**src/pslave_consts.svh**
```systemverilog
// Constants for the parallel slave buffer status block.
// Assumes inclusion by bare name from every file that needs them.
`ifndef PSLAVE_CONSTS_SVH
`define PSLAVE_CONSTS_SVH

// ==========================================================
// Register offsets (word index on the register port)
`define REG_ADDR_W        3
`define REG_PORT_STATUS   3'h0
`define REG_PAD_CONFIG    3'h1
`define REG_OUT_WORD_ONE  3'h2
`define REG_OUT_WORD_TWO  3'h3
`define REG_IN_WORD_ONE   3'h4
`define REG_IN_WORD_TWO   3'h5
`define REG_IRQ_STATUS    3'h6
`define REG_IRQ_MASK      3'h7

// ==========================================================
// Port status fields
`define ST_ALL_IN_FULL    15
`define ST_IN_OVERFLOW    14
`define ST_IN_FULL_LO     8
`define ST_ALL_OUT_EMPTY  7
`define ST_OUT_UNDERFLOW  6
`define ST_OUT_EMPTY_LO   0
`define OUT_EMPTY_RESET   4'hF
`define IN_FULL_RESET     4'h0

// ==========================================================
// Pad configuration fields
`define PAD_SEC_SEL       1
`define PAD_TTL_SEL       0
`define PAD_RESET         2'h0

// ==========================================================
// Interrupt status fields
`define IRQ_HOST_WROTE    0
`define IRQ_HOST_READ     1
`define IRQ_OVERFLOW      2
`define IRQ_UNDERFLOW     3
`define IRQ_RESET         4'h0

// ==========================================================
// Misc
`define WORD_ZERO         16'h0000
`define BYTE_ZERO         8'h00
`define PIN_BUS_W         13

`endif

```
**src/pslave_pkg.sv**
```systemverilog
// Types shared by the parallel slave buffer status block.
// Assumes nothing beyond a SystemVerilog compiler.
package pslave_pkg;

    typedef logic [7:0]  byte_t;
    typedef logic [15:0] word_t;
    typedef logic [1:0]  bsel_t;
    typedef logic [3:0]  bflags_t;

    // Host access sequencer, one-hot
    typedef enum logic [2:0] {
        HOST_IDLE  = 3'b001,
        HOST_READ  = 3'b010,
        HOST_WRITE = 3'b100
    } host_state_e;

endpackage

```
**src/buf_if.sv**
```systemverilog
// Carrier between the status logic and the byte buffer memory.
// Assumes one clock shared by both ends.
`timescale 1ns/1ns
interface buf_if;
    import pslave_pkg::*;

    logic  sw_we;
    logic  sw_word;
    word_t sw_wdata;
    logic  sw_re;
    word_t sw_rdata;
    logic  host_we;
    logic  host_re;
    bsel_t host_sel;
    byte_t host_wdata;
    byte_t host_rdata;

    modport mem (
        input  sw_we, sw_word, sw_wdata, sw_re,
        input  host_we, host_re, host_sel, host_wdata,
        output sw_rdata, host_rdata
    );
    modport ctl (
        output sw_we, sw_word, sw_wdata, sw_re,
        output host_we, host_re, host_sel, host_wdata,
        input  sw_rdata, host_rdata
    );
endinterface

```
**src/pin_sync.sv**
```systemverilog
// Pin synchroniser: three flip-flops plus an output flip-flop, change accepted when the
// second and third agree. Assumes inputs asynchronous to clk_i.
`timescale 1ns/1ns
`include "pslave_consts.svh"
module pin_sync
    import pslave_pkg::*;
(
    // Clock and reset
    input  wire logic                  clk_i,
    input  wire logic                  rstn_i,
    // Pins
    input  wire logic [`PIN_BUS_W-1:0] pins_i,
    output logic      [`PIN_BUS_W-1:0] pins_o
);
    logic [`PIN_BUS_W-1:0] s1_q;
    logic [`PIN_BUS_W-1:0] s2_q;
    logic [`PIN_BUS_W-1:0] s3_q;
    logic [`PIN_BUS_W-1:0] out_q;
    logic [`PIN_BUS_W-1:0] agree;

    assign agree  = ~(s2_q ^ s3_q);
    assign pins_o = out_q;

    always_ff @(posedge clk_i) begin
        if (!rstn_i) begin
            s1_q  <= '0;
            s2_q  <= '0;
            s3_q  <= '0;
            out_q <= '0;
        end else begin
            s1_q  <= pins_i;
            s2_q  <= s1_q;
            s3_q  <= s2_q;
            out_q <= (s3_q & agree) | (out_q & ~agree);
        end
    end
endmodule // pin_sync

```
**src/byte_buffers.sv**
```systemverilog
// Four output and four input byte buffers, registered read data.
// Assumes the controller decides which writes are legal.
`timescale 1ns/1ns
`include "pslave_consts.svh"
module byte_buffers
    import pslave_pkg::*;
(
    // Clock and reset
    input  wire logic clk_i,
    input  wire logic rstn_i,
    // Buffer port
    buf_if.mem        bus
);
    byte_t out_q [4];
    byte_t in_q  [4];
    word_t sw_rdata_q;
    byte_t host_rdata_q;

    assign bus.sw_rdata   = sw_rdata_q;
    assign bus.host_rdata = host_rdata_q;

    genvar g;
    generate
        for (g = 0; g < 4; g++) begin : g_byte
            localparam bit HI  = (g % 2) == 1;
            localparam bit WRD = g >= 2;
            always_ff @(posedge clk_i) begin
                if (!rstn_i) begin
                    out_q[g] <= `BYTE_ZERO;
                    in_q[g]  <= `BYTE_ZERO;
                end else begin
                    if (bus.sw_we && bus.sw_word == WRD) begin
                        out_q[g] <= HI ? bus.sw_wdata[15:8]
                                       : bus.sw_wdata[7:0];
                    end
                    if (bus.host_we && bus.host_sel == bsel_t'(g)) begin
                        in_q[g] <= bus.host_wdata;
                    end
                end
            end
        end
    endgenerate

    always_ff @(posedge clk_i) begin
        if (!rstn_i) begin
            sw_rdata_q   <= `WORD_ZERO;
            host_rdata_q <= `BYTE_ZERO;
        end else begin
            sw_rdata_q   <= bus.sw_re ? {in_q[{bus.sw_word, 1'b1}],
                                         in_q[{bus.sw_word, 1'b0}]}
                                      : `WORD_ZERO;
            if (bus.host_re) begin
                host_rdata_q <= out_q[bus.host_sel];
            end
        end
    end
endmodule // byte_buffers

```
**src/parallel_slave_status.sv**
```systemverilog
// Slave side of a byte-wide parallel port: buffer flags, host
// sequencing, pad configuration and clock pin routing.
// Assumes host pins asynchronous; register port on REF_CLK_I.
`timescale 1ns/1ns
`include "pslave_consts.svh"
module parallel_slave_status
    import pslave_pkg::*;
(
    // Clock and reset
    input  wire logic                   REF_CLK_I,
    input  wire logic                   RSTN_I,
    // Register port
    input  wire logic [`REG_ADDR_W-1:0] REG_ADDR_I,
    input  wire logic [15:0]            REG_WDATA_I,
    input  wire logic                   REG_WR_I,
    input  wire logic                   REG_RD_I,
    output logic      [15:0]            REG_RDATA_O,
    // Host parallel pins
    input  wire logic                   HOST_CS_I,
    input  wire logic                   HOST_RD_I,
    input  wire logic                   HOST_WR_I,
    input  wire logic [1:0]             HOST_ADDR_I,
    input  wire logic [7:0]             HOST_DATA_I,
    output logic      [7:0]             HOST_DATA_O,
    output logic                        HOST_DATA_OE_O,
    // Calendar clock pin
    input  wire logic                   SEC_CLK_I,
    input  wire logic                   ALARM_PULSE_I,
    input  wire logic                   CLK_PIN_OUT_EN_I,
    output logic                        CLK_PIN_O,
    output logic                        CLK_PIN_OE_O,
    // Pad and interrupt
    output logic                        PORT_TTL_SEL_O,
    output logic                        IRQ_O
);
    // ==========================================================
    // Decode helper
    function automatic bflags_t byte_onehot(input bsel_t sel);
        byte_onehot = bflags_t'(1) << sel;
    endfunction

    // ==========================================================
    // Host pin synchronisation
    logic [`PIN_BUS_W-1:0] pins_s;
    logic                  h_cs;
    logic                  h_rd;
    logic                  h_wr;
    bsel_t                 h_sel;
    byte_t                 h_data;

    pin_sync u_sync (
        .clk_i  (REF_CLK_I),
        .rstn_i (RSTN_I),
        .pins_i ({HOST_CS_I, HOST_RD_I, HOST_WR_I,
                  HOST_ADDR_I, HOST_DATA_I}),
        .pins_o (pins_s)
    );

    assign {h_cs, h_rd, h_wr, h_sel, h_data} = pins_s;

    // ==========================================================
    // Host access sequencer
    host_state_e state_q;
    host_state_e state_d;
    logic        host_rd_go;
    logic        host_wr_go;
    logic        strobes_off;

    assign host_rd_go  = (state_q == HOST_IDLE) && h_cs && h_rd && !h_wr;
    assign host_wr_go  = (state_q == HOST_IDLE) && h_cs && h_wr && !h_rd;
    assign strobes_off = !h_rd && !h_wr;

    always_comb begin
        state_d = state_q;
        unique case (state_q)
            HOST_IDLE: begin
                if (host_rd_go) begin
                    state_d = HOST_READ;
                end else if (host_wr_go) begin
                    state_d = HOST_WRITE;
                end
            end
            HOST_READ: begin
                if (strobes_off || !h_cs) begin
                    state_d = HOST_IDLE;
                end
            end
            HOST_WRITE: begin
                if (strobes_off || !h_cs) begin
                    state_d = HOST_IDLE;
                end
            end
            default: begin
                state_d = HOST_IDLE;
            end
        endcase
    end

    // ==========================================================
    // Register port decode
    logic wr_status;
    logic wr_pad;
    logic wr_out_one;
    logic wr_out_two;
    logic rd_in_one;
    logic rd_in_two;
    logic wr_irq_st;
    logic wr_irq_mask;

    assign wr_status   = REG_WR_I && REG_ADDR_I == `REG_PORT_STATUS;
    assign wr_pad      = REG_WR_I && REG_ADDR_I == `REG_PAD_CONFIG;
    assign wr_out_one  = REG_WR_I && REG_ADDR_I == `REG_OUT_WORD_ONE;
    assign wr_out_two  = REG_WR_I && REG_ADDR_I == `REG_OUT_WORD_TWO;
    assign rd_in_one   = REG_RD_I && REG_ADDR_I == `REG_IN_WORD_ONE;
    assign rd_in_two   = REG_RD_I && REG_ADDR_I == `REG_IN_WORD_TWO;
    assign wr_irq_st   = REG_WR_I && REG_ADDR_I == `REG_IRQ_STATUS;
    assign wr_irq_mask = REG_WR_I && REG_ADDR_I == `REG_IRQ_MASK;

    // ==========================================================
    // Buffer flags
    bflags_t ob_empty_q;
    bflags_t ob_empty_d;
    bflags_t ib_full_q;
    bflags_t ib_full_d;
    bflags_t h_oh;
    bflags_t sw_fill;
    bflags_t sw_drain;
    bflags_t in_write;
    logic    ovf_q;
    logic    ovf_d;
    logic    unf_q;
    logic    unf_d;
    logic    ovf_evt;
    logic    unf_evt;
    logic    host_we;

    assign h_oh     = byte_onehot(h_sel);
    assign sw_fill  = {{2{wr_out_two}}, {2{wr_out_one}}};
    assign sw_drain = {{2{rd_in_two}}, {2{rd_in_one}}};

    assign unf_evt  = host_rd_go && |(h_oh & ob_empty_q);
    assign ovf_evt  = host_wr_go && |(h_oh & ib_full_q);
    // Overrun data is dropped so the unread byte survives
    assign host_we  = host_wr_go && !ovf_evt;
    assign in_write = host_we ? h_oh : '0;

    // A new software fill wins over a host read in the same cycle
    assign ob_empty_d = (ob_empty_q | (host_rd_go ? h_oh : '0))
                      & ~sw_fill;
    assign ib_full_d  = (ib_full_q & ~sw_drain) | in_write;

    // Writing zero clears; the hardware set wins the same cycle
    assign unf_d = unf_evt
                 || (unf_q && !(wr_status
                              && !REG_WDATA_I[`ST_OUT_UNDERFLOW]));
    assign ovf_d = ovf_evt
                 || (ovf_q && !(wr_status
                              && !REG_WDATA_I[`ST_IN_OVERFLOW]));

    // ==========================================================
    // Buffer memory
    buf_if bufs ();

    assign bufs.sw_we      = wr_out_one || wr_out_two;
    assign bufs.sw_word    = wr_out_two || rd_in_two;
    assign bufs.sw_wdata   = REG_WDATA_I;
    assign bufs.sw_re      = rd_in_one || rd_in_two;
    assign bufs.host_we    = host_we;
    assign bufs.host_re    = host_rd_go;
    assign bufs.host_sel   = h_sel;
    assign bufs.host_wdata = h_data;

    byte_buffers u_bufs (
        .clk_i  (REF_CLK_I),
        .rstn_i (RSTN_I),
        .bus    (bufs.mem)
    );

    // ==========================================================
    // Configuration and interrupts
    logic [1:0] pad_q;
    bflags_t    irq_st_q;
    bflags_t    irq_st_d;
    bflags_t    irq_mask_q;
    bflags_t    irq_evt;

    assign irq_evt[`IRQ_HOST_WROTE] = host_we;
    assign irq_evt[`IRQ_HOST_READ]  = host_rd_go;
    assign irq_evt[`IRQ_OVERFLOW]   = ovf_evt;
    assign irq_evt[`IRQ_UNDERFLOW]  = unf_evt;
    assign irq_st_d = irq_evt
                    | (irq_st_q & ~(wr_irq_st ? REG_WDATA_I[3:0] : '0));

    // ==========================================================
    // Read data
    word_t status_word;
    word_t rdata_d;
    word_t rdata_q;
    logic  rd_mem_q;

    assign status_word = {&ib_full_q, ovf_q, 2'b00, ib_full_q,
                          &ob_empty_q, unf_q, 2'b00, ob_empty_q};

    always_comb begin
        rdata_d = `WORD_ZERO;
        if (REG_RD_I) begin
            unique case (REG_ADDR_I)
                `REG_PORT_STATUS: rdata_d = status_word;
                `REG_PAD_CONFIG:  rdata_d = {14'h0000, pad_q};
                `REG_IRQ_STATUS:  rdata_d = {12'h000, irq_st_q};
                `REG_IRQ_MASK:    rdata_d = {12'h000, irq_mask_q};
                default:          rdata_d = `WORD_ZERO;
            endcase
        end
    end

    assign REG_RDATA_O = rd_mem_q ? bufs.sw_rdata : rdata_q;

    // ==========================================================
    // State registers
    always_ff @(posedge REF_CLK_I) begin
        if (!RSTN_I) begin
            state_q    <= HOST_IDLE;
            ob_empty_q <= `OUT_EMPTY_RESET;
            ib_full_q  <= `IN_FULL_RESET;
            ovf_q      <= 1'b0;
            unf_q      <= 1'b0;
            pad_q      <= `PAD_RESET;
            irq_st_q   <= `IRQ_RESET;
            irq_mask_q <= `IRQ_RESET;
            rdata_q    <= `WORD_ZERO;
            rd_mem_q   <= 1'b0;
        end else begin
            state_q    <= state_d;
            ob_empty_q <= ob_empty_d;
            ib_full_q  <= ib_full_d;
            ovf_q      <= ovf_d;
            unf_q      <= unf_d;
            if (wr_pad) begin
                pad_q  <= REG_WDATA_I[1:0];
            end
            irq_st_q   <= irq_st_d;
            if (wr_irq_mask) begin
                irq_mask_q <= REG_WDATA_I[3:0];
            end
            rdata_q    <= rdata_d;
            rd_mem_q   <= rd_in_one || rd_in_two;
        end
    end

    // ==========================================================
    // Pins
    logic clk_pin_q;
    logic clk_oe_q;

    always_ff @(posedge REF_CLK_I) begin
        if (!RSTN_I) begin
            clk_pin_q <= 1'b0;
            clk_oe_q  <= 1'b0;
        end else begin
            clk_oe_q  <= CLK_PIN_OUT_EN_I;
            clk_pin_q <= CLK_PIN_OUT_EN_I
                       && (pad_q[`PAD_SEC_SEL] ? SEC_CLK_I
                                               : ALARM_PULSE_I);
        end
    end

    assign CLK_PIN_O      = clk_pin_q;
    assign CLK_PIN_OE_O   = clk_oe_q;
    assign PORT_TTL_SEL_O = pad_q[`PAD_TTL_SEL];
    assign HOST_DATA_O    = bufs.host_rdata;
    assign HOST_DATA_OE_O = state_q == HOST_READ;
    assign IRQ_O          = |(irq_st_q & irq_mask_q);
endmodule // parallel_slave_status

```
**config.mk**
```make
export PLATFORM = sky130hd
export DESIGN_NAME = parallel_slave_status
export DESIGN_NICKNAME = d
export VERILOG_FILES = /design/src/pslave_pkg.sv /design/src/buf_if.sv /design/src/pin_sync.sv /design/src/byte_buffers.sv /design/src/parallel_slave_status.sv
export VERILOG_INCLUDE_DIRS = /design/src /design/src/src
export SDC_FILE = /design/constraint.sdc
export NUM_CORES = 1
export LEC_CHECK = 0
export ABC_AREA = 1
export BUFFER_PORTS_ARGS = -buffer_cell sky130_fd_sc_hd__buf_4
export CORE_MARGIN = 10
export CORE_UTILIZATION = 50
export DETAILED_ROUTE_END_ITERATION = 12
export MAX_ROUTING_LAYER = met4
export PLACE_DENSITY = 0.69
export SYNTH_ARGS = -nofsm -noshare
export SYNTH_HDL_FRONTEND = slang
export SYNTH_SLANG_ARGS = --single-unit
```
**constraint.sdc**
```tcl
create_clock -name REF_CLK_I -period 3.45 [get_ports REF_CLK_I]
set_input_delay 0.5175 -clock REF_CLK_I [delete_from_list [all_inputs] [get_ports REF_CLK_I]]
set_output_delay 0.5175 -clock REF_CLK_I [all_outputs]
set_load 0.05 [all_outputs]
```
# After elaboration in Yosys (flattened, before gate mapping)
# Memories as Yosys holds them, arrays and structs flattened. A register that Yosys moved wholly into a read port is not among the register bits.
# Cells that the tools add are included.
# totals
input_bits	39
wordCells	154
out_inout_bits	29
ramBits	64
reg_bits	94
memories	2
# op_classes
muxes	37
shifts	1
n_reduce_logical	56
n_eq_ne	15
bitwise_logic	27
# memory_table
memory	depth	word_bits	read_ports	rd_ports_with_merged_regs	write_ports	line_no	source
u_bufs.in_q	4	8	2	2	4	byte_buffers.sv:15	byte_t in_q [4];
u_bufs.out_q	4	8	1	1	4	byte_buffers.sv:14	byte_t out_q [4];
# ops
cell	count
8-bit 2-to-1 mux	8
16-bit one-hot mux with 4 select lines	1
1-bit logical AND	28
13-bit AND	2
13-bit NOT	2
4-bit AND	6
1-bit 2-to-1 mux	20
16-bit 2-to-1 mux	1
3-bit == test, second input constant	5
13-bit OR	1
13-bit XOR	1
4-bit 2-to-1 mux	3
4-bit NOT	3
4-bit OR	3
4-bit OR reduction	3
1-bit zero test	11
3-bit by 2-bit == test with 1-bit output, second input constant	3
3-bit 2-to-1 mux	3
1-bit OR	8
4-bit AND reduction	2
3-bit by 1-bit == test with 1-bit output, second input constant	2
1-bit logical OR	6
3-bit one-hot mux with 2 select lines	1
2-bit AND reduction	3
other kinds (9)	10

# Depth between registers and ports, before layout
# Gate-level depths: netlist of run 1.
# depth
ltp_word	12
mapped_depth	9
depth_no_buf	8

# Modules after synthesis
# A second synthesis of run 1 with hierarchy kept.
# hier_totals
hier_cells	764
area_unflattened_um2	7055.5
# by_module_without_submodules
module	n_inst	seq_area_each_um2	area_per_inst_um2	cells_each
byte_buffers	1	2402.3	3545.9	334
parallel_slave_status	1	760.7	1858.0	255
pin_sync	1	1041.0	1651.6	175

# Worst setup path after synthesis of run 1
# OpenSTA, ideal clock, no wires.
# synth_timing
kind	register to output
from	register state_q[1]
to	output HOST_DATA_OE_O
stages_incl_launch_ff	3
slack_ps	1425
required_ps	2932
arrival_ps	1508
n_path_buf	0
cell_sequence	dfxtp_1 -> inv_1 -> nor3_1
# synth_via
elab_chain_cells	1
# synth_rtl
item	line_no	source
start: declaration	parallel_slave_status.sv:63	host_state_e state_q;
start signal: assignment	parallel_slave_status.sv:234	state_q <= state_d;
3-bit by 2-bit == test with 1-bit output	parallel_slave_status.sv:272	assign HOST_DATA_OE_O = state_q == HOST_READ;
end: declaration	parallel_slave_status.sv:25	output logic HOST_DATA_OE_O,
# Every way passes these cells.

# Worst setup path after layout of run 1
# layout_timing
from	register rd_mem_q
to	output REG_RDATA_O[6]
# layout_via
elab_chain_cells	1
# layout_rtl
item	line_no	source
start: declaration	parallel_slave_status.sv:199	logic rd_mem_q;
start signal: assignment	parallel_slave_status.sv:247	rd_mem_q <= rd_in_one || rd_in_two;
16-bit 2-to-1 mux	parallel_slave_status.sv:217	assign REG_RDATA_O = rd_mem_q ? bufs.sw_rdata : rdata_q;
end: declaration	parallel_slave_status.sv:17	output logic [15:0] REG_RDATA_O,
# Every way passes these cells.

==> out/qor.log, run 1 <==
qor: run_status.outcome finished clean
qor: clock_network.clockBufferDepth 2
qor: clock_network.cts_resized 0
qor: sta.tightest_slew 0.7910 ns
qor: global_route.gr-max-usage-layer met2
qor: detailed_routing.avgRoutedWirePerCell 13.98 um
qor: yosys.yosys_warnings 0
qor: global_route.globalRouteTotalUtil 15.77%
qor: clock_network.clock_sink_count 178
qor: worst_hold_path.hold_path_class input port to flop
qor: worst_setup_path.worstSetupEndpointType output port
qor: sta.finClkSkew 0.005367 ns
qor: yosys.postSynth.topFlopCell sky130_fd_sc_hd__dfxtp_1
qor: sta.slew_viol_final 0
qor: yosys.post_synth.cell_area_avg 9.263 um2
qor: clock_network.clock_transition_at_path_regs 0.06 ns
qor: final_layout.final_layout_size_suffix_gt1_share 16.63%
qor: global_route.globalRouteMet2Util 24.73%
qor: detailed_routing.dr.first_iter.drc_count 414
qor: global_route.antenna_found_initial 0
qor: yosys.synthCells 732
qor: die.die_h 136.5 um
qor: power_and_ir_drop.vdd_drop_max 302.2 uV
qor: worst_setup_path.startpoint rd_mem_q
qor: die.core-area 13240 um2
qor: sta.hold_violations 0
qor: final_layout.antennaDiodeCount 0
qor: clock_network.cts_hold_repair.buffers 0
qor: final_layout.fin_area 7996 um2
qor: final_layout.layout.cells.most_common sky130_fd_sc_hd__nor2_1
qor: yosys.synth_seq_area_share 62.00%
qor: detailed_routing.drt-pass1-iter-count 6
qor: sta.period_share 65.00%
qor: sta.unrepaired_setup_endpoints_after_global_routing false
qor: clock_network.htreeDepth 4
qor: sta.slew_limit_headroom 47.07%
qor: worst_setup_path.regToRegSetupSlack 1.33 ns
qor: final_layout.area_growth_syn_to_layout 17.94%
qor: yosys.ys_seq_elements 178
qor: yosys.synth_nets 771
qor: global_route.use_met3 4.649%
qor: sta.fin_tns_setup 0 ns
qor: yosys.synth.lib_cells_used.distinct 28
qor: worst_setup_path.critical_path.startpoint_type flop
qor: global_route.pin_count_of_the_biggest_net_entering_global_routing 60
qor: die.core.rowCount 42
qor: detailed_routing.drcViolationCount 0
qor: die.chipWidth 136.5 um
qor: power_and_ir_drop.powerDensity 542.7 nW/um2
qor: job.max_cap_viol_count 0
qor: global_route.gr-usage-met1 19.26%
qor: global_route.grt_pass1_vias 4774
qor: worst_setup_path.type_of_the_worst_setup_path flop to output port
qor: yosys.number_of_enable_type_register_cells_in_the_synthesized_netlist 64
qor: sta.max_freq 446.0 MHz
qor: detailed_routing.wl 13810 um
qor: clock_network.cts_setup_buffers 0
qor: worst_setup_path.rr_worst_depth 8
qor: global_route.grt_first_pass_wirelength 22800 um
qor: die.floorplan.initialDensity 51.20%
qor: clock_network.clk-insertion-delay-late 0.42 ns
qor: sta.setup_viol_count_final 0
qor: detailed_routing.vias_per_cell 4.914
qor: place.placed_cell_area 7405 um2
qor: worst_setup_path.crit_arrival 1.72 ns
qor: yosys.netlist_area 6780 um2
qor: yosys.async_reset_ff_share 0%
qor: sta.whs 0.2755 ns
qor: worst_setup_path.worstPathMaxFanout 16
qor: worst_setup_path.timing.rr.end u_bufs.in_q[0][4]
qor: power_and_ir_drop.static_leakage 0.003521 uW
qor: global_route.globalRoute.totalOverflow 0
qor: detailed_routing.route.antenna.remaining_nets 0
qor: place.preCtsSetupSlack 1.375 ns
qor: final_layout.layout.cells.most_common_list sky130_fd_sc_hd__nor2_1 (143), sky130_fd_sc_hd__nand2_1 (138), sky130_fd_sc_hd__dfxtp_1 (114), sky130_fd_sc_hd__inv_1 (85), sky130_fd_sc_hd__buf_4 (71)
qor: final_layout.fin_util 60.38%
qor: place.detailed_place_hpwl 9754 um
qor: worst_setup_path.critical_path_endpoint REG_RDATA_O[6]
qor: die.io_pins 68
qor: clock_network.ctsRootBufferMaster sky130_fd_sc_hd__clkbuf_16
qor: detailed_routing.routed-via-count 4855
qor: sta.setup_ws 1.208 ns
qor: final_layout.design.final.nets 838
qor: place.gpl.final_weighted_congestion 0.8119
qor: die.die_area 18620 um2
qor: clock_network.cts_made_buffers 17
qor: place.io_buf_count 67
qor: clock_network.tritoncts done
qor: worst_setup_path.worst_ep_required_time 2.93 ns
qor: sta.timing.final.crit_period 2.242 ns
[how the worst min path moves through the flow]
| stage | depth (start not counted) | to | slack [ns] | startpoint |
|---|---|---|---|---|
| 6_report | 3 | u_sync.s1_q[5] | 0.28 | HOST_DATA_I[5] |
| 5_1_grt | 3 | u_sync.s1_q[11] | 0.28 | HOST_RD_I |
| 4_1_cts | 3 | u_sync.s1_q[5] | 0.26 | HOST_DATA_I[5] |
| 3_5_place_dp | 2 | u_sync.s2_q[9] | 0.40 | u_sync.s1_q[9] |
| 3_3_place_gp | 2 | u_sync.s2_q[4] | 0.39 | u_sync.s1_q[4] |
| 2_1_floorplan | 2 | u_sync.s2_q[0] | 0.39 | u_sync.s1_q[0] |
[flip-flops by register name, indices dropped and copies added, names as in the netlist, named ones only]
register and count:
u_sync.s2_q 13, ovf_q 1, u_bufs.bus.host_rdata 8, u_bufs.bus.sw_rdata 16
state_q 3, u_sync.s3_q 13, rdata_q 12, pad_q 2
u_bufs.in_q 32, u_bufs.out_q 32, CLK_PIN_O 1, u_sync.s1_q 13
ob_empty_q 4, irq_mask_q 4, rd_mem_q 1, CLK_PIN_OE_O 1
unf_q 1, ib_full_q 4, irq_st_q 4
[metal layers]
| layer | up-vias | wire length [um] | share of wire (%) |
|---|---|---|---|
| met1 | 2212 | 6201 | 45 |
| li1 | 2465 | - | - |
| met4 | 0 | 201 | 1.5 |
| met2 | 159 | 6489 | 47 |
| met3 | 19 | 922 | 6.7 |
| met5 | - | 0 | 0 |
[critical path, stage by stage (launching register included)]
cell	delay, ns
sky130_fd_sc_hd__dfxtp_1	0.70
sky130_fd_sc_hd__mux2_2	0.41
sky130_fd_sc_hd__buf_4	0.19
[synthesized netlist by cell type (2+ instances only)]
library cell               number  area [um2]
sky130_fd_sc_hd__a21oi_1       31       155.2
sky130_fd_sc_hd__dfxtp_1      114        2282
sky130_fd_sc_hd__inv_2          7       26.28
sky130_fd_sc_hd__buf_2         10       50.05
sky130_fd_sc_hd__edfxtp_1      64        1922
sky130_fd_sc_hd__mux2_2        12       135.1
sky130_fd_sc_hd__nand3_1       21       105.1
sky130_fd_sc_hd__clkbuf_1       7       26.28
sky130_fd_sc_hd__nand4_4        5       106.4
sky130_fd_sc_hd__buf_4          4       30.03
sky130_fd_sc_hd__nand2_1      138       518.0
sky130_fd_sc_hd__nor2_2         2       12.51
sky130_fd_sc_hd__and2_1         2       12.51
sky130_fd_sc_hd__nor2_1       143       536.8
sky130_fd_sc_hd__o21ai_0       49       245.2
sky130_fd_sc_hd__nor2_4         2       22.52
sky130_fd_sc_hd__nand2_2        3       18.77
sky130_fd_sc_hd__nor3_1         6       30.03
sky130_fd_sc_hd__inv_1         85       319.1
sky130_fd_sc_hd__nand4_1       15       93.84
sky130_fd_sc_hd__buf_6          2       22.52
sky130_fd_sc_hd__clkinv_1       3       11.26
sky130_fd_sc_hd__nor2_8         2       40.04
[through the flow]
step	instances	power, uW
2_1_floorplan	732	2406
3_3_place_gp	956	2472
3_5_place_dp	956	2477
4_1_cts	988	4367
5_1_grt	988	4479
6_report	988	4340
[final cells by class]
type,instances,area (um2)
clock buffers,19,432.9
clock inverters,13,158.9
fillers,1165,5246
inverters,95,356.6
multi-input cells,436,2091
flip-flops and latches,178,4204
well taps,176,220.2
repair buffers,71,533.0
[power breakdown]
part	total [uW]	internal, uW	leakage, uW	switching, uW
clock	1910	1140	0.000275	769
combinational	168	61.5	0.00168	107
sequential	2260	2240	0.00157	27.3
total	4340	3440	0.00352	903
[cells by family after synthesis]
logic type	count (synthesis)	synth area share (%)
buf+inv	118	7.160
simple gates	342	22.68
mux	13	2.141
compound gates	81	6.016
flops	178	62.00
(Power assumes the default switching activity.)
==> inputs of run 2 (changes only) <==
==> constraint.sdc (replaced) <==
create_clock -name REF_CLK_I -period 2.1 [get_ports REF_CLK_I]
set_input_delay 0.315 -clock REF_CLK_I [delete_from_list [all_inputs] [get_ports REF_CLK_I]]
set_output_delay 0.315 -clock REF_CLK_I [all_outputs]
set_load 0.05 [all_outputs]
==> run 2 against run 1 <==
Against the previous run: sequential share of layout area decreased by 0.49 points; sequential power rose by 65%; via count increased by 1.3%; setup slack worse by 1.0 ns; global-route usage increased by 0.23 points; total power is 65% higher; first-iteration DRC count increased by 4.1%; combinational power up 71%; register-to-register slack worse by 1.1 ns; flip-flop and latch count is the same; largest cell class unchanged.
==> out/qor.log, run 2 (same netlist as run 1, synthesis figures left out) <==
qor: run_status.outcome finished clean
qor: final_layout.design.final.nets 845
qor: detailed_routing.drcViolationCount 0
qor: detailed_routing.avgRoutedWirePerCell 13.97 um
qor: die.core.rowCount 42
qor: die.die_h 136.5 um
qor: detailed_routing.dr.first_iter.drc_count 431
qor: clock_network.clock_sink_count 178
qor: final_layout.layout.cells.most_common_list sky130_fd_sc_hd__nor2_1 (143), sky130_fd_sc_hd__nand2_1 (138), sky130_fd_sc_hd__dfxtp_1 (113), sky130_fd_sc_hd__inv_1 (85), sky130_fd_sc_hd__buf_4 (78)
qor: final_layout.area.sequential 4205 um2
qor: power_and_ir_drop.powerDensity 886.7 nW/um2
qor: die.core-area 13240 um2
qor: global_route.grt_pass1_vias 4827
qor: detailed_routing.drt-pass1-iter-count 5
qor: clock_network.clock_transition_at_path_regs 0.06 ns
qor: final_layout.multi_input_combinational_cell_area 2091 um2
qor: sta.slew_viol_final 0
qor: place.io_buf_count 67
qor: clock_network.cts_made_buffers 17
qor: place.detailed_place_hpwl 9890 um
qor: clock_network.htreeDepth 4
qor: sta.fin_tns_setup 0 ns
qor: detailed_routing.wl 13900 um
qor: final_layout.final_layout_size_suffix_gt1_share 17.58%
qor: worst_setup_path.worstPathMaxFanout 4
qor: die.chipWidth 136.5 um
qor: sta.whs 0.06937 ns
qor: die.die_area 18620 um2
qor: job.max_cap_viol_count 0
qor: sta.max_freq 517.3 MHz
qor: global_route.grt_first_pass_wirelength 22980 um
qor: detailed_routing.vias_per_cell 4.942
qor: clock_network.ctsRootBufferMaster sky130_fd_sc_hd__clkbuf_16
qor: detailed_routing.routed-via-count 4917
qor: worst_setup_path.type_of_the_worst_setup_path flop to output port
qor: sta.period_share 92.05%
qor: sta.slew_limit_headroom 67.98%
qor: power_and_ir_drop.static_leakage 0.003582 uW
qor: clock_network.cts_setup_buffers 0
qor: worst_hold_path.hold_path_class input port to flop
qor: sta.tightest_slew 0.4766 ns
qor: clock_network.tritoncts done
qor: sta.unrepaired_setup_endpoints_after_global_routing false
qor: global_route.pin_count_of_the_biggest_net_entering_global_routing 34
qor: final_layout.fill_cells 1132
qor: final_layout.layout.cells.most_common sky130_fd_sc_hd__nor2_1
qor: global_route.antenna_found_initial 0
qor: clock_network.clockBufferDepth 2
qor: final_layout.antennaDiodeCount 0
qor: die.io_pins 68
qor: clock_network.cts_resized 0
qor: clock_network.clk-insertion-delay-late 0.42 ns
qor: worst_setup_path.critical_path.startpoint_type flop
qor: place.dp.cells 963
qor: final_layout.fin_util 60.97%
qor: die.floorplan.initialDensity 51.20%
qor: sta.finClkSkew 0.005134 ns
qor: worst_setup_path.worstSetupEndpointType output port
qor: final_layout.area_growth_syn_to_layout 19.08%
qor: detailed_routing.route.antenna.remaining_nets 0
qor: worst_setup_path.worst_ep_required_time 1.78 ns
qor: sta.hold_violations 0
qor: place.gpl.final_weighted_congestion 0.8496
qor: sta.setup_viol_count_final 0
qor: clock_network.cts_hold_repair.buffers 0
qor: power_and_ir_drop.vdd_drop_max 599.4 uV
qor: global_route.globalRouteTotalUtil 15.99%
qor: final_layout.fin_cells 995
qor: worst_setup_path.crit_arrival 1.62 ns
qor: sta.timing.final.crit_period 1.933 ns
qor: power_and_ir_drop.total_power 7159 uW
qor: global_route.globalRoute.totalOverflow 0
## run 2: cell types whose count changed in the layout (fill, tap and decap cells not counted)
cell / delta
sky130_fd_sc_hd__buf_4: +7
sky130_fd_sc_hd__clkbuf_16: +3
sky130_fd_sc_hd__clkbuf_8: +3
sky130_fd_sc_hd__clkinvlp_4: -3
sky130_fd_sc_hd__inv_6: -3
sky130_fd_sc_hd__bufinv_16: -2
sky130_fd_sc_hd__clkinv_1: -2
sky130_fd_sc_hd__clkbuf_1: +1
sky130_fd_sc_hd__clkinv_2: +1
sky130_fd_sc_hd__clkinv_4: +1
sky130_fd_sc_hd__dfxtp_1: -1
sky130_fd_sc_hd__dfxtp_2: +1
sky130_fd_sc_hd__inv_4: +1
## run 2: path summary, 6_finish.rpt
| path | start | to | slack (ns) | cells after the start |
|---|---|---|---|---|
| worst min-delay path | HOST_DATA_I[1] | u_sync.s1_q[1] | 0.07 | 3 |
| worst max-delay path | state_q[1] | HOST_DATA_OE_O | 0.17 | 3 |
| worst min register to register | u_sync.s1_q[11] | u_sync.s2_q[11] | 0.41 | 2 |
| worst max register to register | flop | u_bufs.in_q[2][1] | 0.24 | 8 |
## run 2: power breakdown
group          switching [uW]  internal [uW]  total [uW]
sequential               43.5           3670        3720
clock                    1210           1940        3150
combinational             179            108         287
total                    1440           5720        7160
## run 2: per-stage QoR
stage	instance area (um2)	worst slack (ns)
after floorplan	6780	0.08189
after global placement	7457	0.3435
after CTS	8073	0.006143
after global routing	8074	0.07429
after detailed placement	7457	0.2600
final	8074	0.1669
## run 2: layer usage
layer	vias up	GRT usage, %	share of wire [%]
met5	-	-	0
met4	0	6.686	1.7
met3	19	4.428	6.5
met2	155	24.81	47
met1	2259	19.27	45
li1	2484	-	-
## run 2: worst max-delay path: stages, from the launching register on
cell	delay (ns)
sky130_fd_sc_hd__dfxtp_1	0.38
sky130_fd_sc_hd__inv_1	0.13
sky130_fd_sc_hd__nor3_1	0.40
sky130_fd_sc_hd__buf_4	0.29
## run 2: final cells by class
type	instances	area share, %
sequential	178	52.08
multi-input combinational	436	25.90
timing repair buffer	78	7.252
clock buffer	26	6.850
inverter	95	4.417
tap	176	2.727
clock inverter	6	0.7748
==> inputs of run 3 (changes only) <==
--- a/config.mk
+++ b/config.mk
@@ -8,6 +8,7 @@
 export LEC_CHECK = 0
 export ABC_AREA = 1
 export BUFFER_PORTS_ARGS = -buffer_cell sky130_fd_sc_hd__buf_4
+export CORE_ASPECT_RATIO = 0.7
 export CORE_MARGIN = 10
 export CORE_UTILIZATION = 50
 export DETAILED_ROUTE_END_ITERATION = 12
==> run 3 against run 2 <==
Against the previous run: cell count rose by 1.0%; clock skew is 0.0050 ns higher; critical path depth rose by 4; total power is 1.4% lower; critical path type is now flop to flop; largest power group unchanged; highest routed layer unchanged.
==> out/qor.log, run 3 (same netlist as run 1, synthesis figures left out) <==
qor: clock_network.cts_made_buffers 17
qor: clock_network.clk-insertion-delay-late 0.42 ns
qor: global_route.grt_first_pass_wirelength 24700 um
qor: place.placed_cell_area 7488 um2
qor: sta.finClkSkew 0.01014 ns
qor: final_layout.final_layout_size_suffix_gt1_share 18.17%
qor: run_status.outcome finished clean
qor: die.core-area 13230 um2
qor: sta.slew_limit_headroom 69.32%
qor: sta.fin_tns_setup 0 ns
qor: power_and_ir_drop.vdd_drop_max 614.9 uV
qor: sta.setup_viol_count_final 0
qor: clock_network.cts_setup_buffers 0
qor: final_layout.layout.cells.most_common_list sky130_fd_sc_hd__nor2_1 (143), sky130_fd_sc_hd__nand2_1 (136), sky130_fd_sc_hd__dfxtp_1 (113), sky130_fd_sc_hd__inv_1 (85), sky130_fd_sc_hd__buf_4 (78)
qor: worst_hold_path.hold_path_class input port to flop
qor: final_layout.fin_area 8071 um2
qor: sta.max_freq 525.0 MHz
qor: sta.unrepaired_setup_endpoints_after_global_routing false
qor: clock_network.ctsRootBufferMaster sky130_fd_sc_hd__clkbuf_16
qor: worst_setup_path.worstSetupEndpointType flop
qor: die.die_h 117.4 um
qor: sta.timing.final.crit_period 1.905 ns
qor: final_layout.design.final.nets 846
qor: global_route.grt_pass1_vias 4856
qor: clock_network.clockBufferDepth 2
qor: sta.whs 0.07357 ns
qor: die.die_area 18690 um2
qor: final_layout.area_growth_syn_to_layout 19.04%
qor: clock_network.clock_transition_at_path_regs 0.07 ns
qor: die.io_pins 68
qor: sta.tightest_slew 0.4573 ns
qor: detailed_routing.vias_per_cell 4.927
qor: place.io_buf_count 67
qor: place.gpl.final_weighted_congestion 0.9020
qor: global_route.antenna_found_initial 0
qor: final_layout.fin_util 61.03%
qor: detailed_routing.dr.first_iter.drc_count 523
qor: detailed_routing.drt-pass1-iter-count 5
qor: job.max_cap_viol_count 0
qor: global_route.globalRoute.totalOverflow 0
qor: clock_network.htreeDepth 4
qor: sta.period_share 90.70%
qor: worst_setup_path.critical_path.startpoint_type flop
qor: worst_setup_path.crit_arrival 2.04 ns
qor: die.floorplan.initialDensity 51.27%
qor: global_route.globalRouteTotalUtil 16.49%
qor: detailed_routing.routed-via-count 4952
qor: die.core.rowCount 35
qor: sta.hold_violations 0
qor: final_layout.antennaDiodeCount 0
qor: final_layout.layout.cells.most_common sky130_fd_sc_hd__nor2_1
qor: power_and_ir_drop.static_leakage 0.003577 uW
qor: detailed_routing.drcViolationCount 0
qor: power_and_ir_drop.powerDensity 874.1 nW/um2
qor: detailed_routing.route.antenna.remaining_nets 0
qor: die.chipWidth 159.2 um
qor: worst_setup_path.type_of_the_worst_setup_path flop to flop
qor: worst_setup_path.worstPathMaxFanout 8
qor: worst_setup_path.worst_ep_required_time 2.23 ns
qor: clock_network.clock_sink_count 178
qor: detailed_routing.avgRoutedWirePerCell 14.85 um
qor: global_route.pin_count_of_the_biggest_net_entering_global_routing 60
qor: detailed_routing.wl 14930 um
qor: place.detailed_place_hpwl 10490 um
qor: sta.slew_viol_final 0
qor: clock_network.tritoncts done
==> run 3: path summary, 6_finish.rpt <==
kind | from | depth (start not counted) | endpoint | slack, ns
max | flop | 7 | u_bufs.in_q[1][6] | 0.20
min reg2reg | u_sync.s1_q[7] | 2 | u_sync.s2_q[7] | 0.41
min | HOST_CS_I | 3 | u_sync.s1_q[12] | 0.07
max reg2reg | flop | 7 | u_bufs.in_q[1][6] | 0.20
==> run 3: report_power, final <==
group | internal, uW | leakage [uW] | switching [uW] | total, uW
logic | 110 | 0.00172 | 185 | 295
registers | 3670 | 0.00157 | 41.3 | 3710
clock network | 1730 | 0.000286 | 1320 | 3050
==> run 3: stage by stage <==
| step | power (uW) | setup WS (ns) | std cells |
|---|---|---|---|
| 3_5_place_dp | 4082 | 0.1969 | 973 |
| 4_1_cts | 7099 | 0.06337 | 1005 |
| 3_3_place_gp | 4071 | 0.2896 | 973 |
| 2_1_floorplan | 3952 | 0.08189 | 732 |
| 6_report | 7056 | 0.1952 | 1005 |
| 5_1_grt | 7282 | 0.03982 | 1005 |
==> run 3: metal layers <==
layer | routed length [um] | part of all wire (%) | track usage, %
met1 | 7444 | 50 | 22.43
met2 | 6385 | 43 | 23.75
met3 | 962 | 6.4 | 4.158
met4 | 133 | 0.89 | 4.850
met5 | 0 | 0 | -
==> run 3: layout make-up <==
cell class,count,area (um2)
Sequential cell,178,4205
Multi-Input combinational cell,436,2096
Tap cell,185,231.5
Clock inverter,9,67.56
Timing Repair Buffer,79,605.6
Inverter,95,356.6
Clock buffer,23,509.2
Fill cell,1154,5154
==> run 3: timing repair <==
item | in CTS | in global routing
endpoints found under the setup margin | 0 | 18
hold buffers | 0 | 0
hold endpoints to repair | 0 | 0
gates resized for setup | 0 | 3
==> run 3: critical path: stages, from the launching register on <==
cell	delay (ns)
sky130_fd_sc_hd__dfxtp_1	0.49
sky130_fd_sc_hd__inv_1	0.15
sky130_fd_sc_hd__nand3_1	0.12
sky130_fd_sc_hd__nand2_2	0.11
sky130_fd_sc_hd__nor2_8	0.18
sky130_fd_sc_hd__nand2_1	0.15
sky130_fd_sc_hd__o21ai_0	0.20
sky130_fd_sc_hd__buf_4	0.20
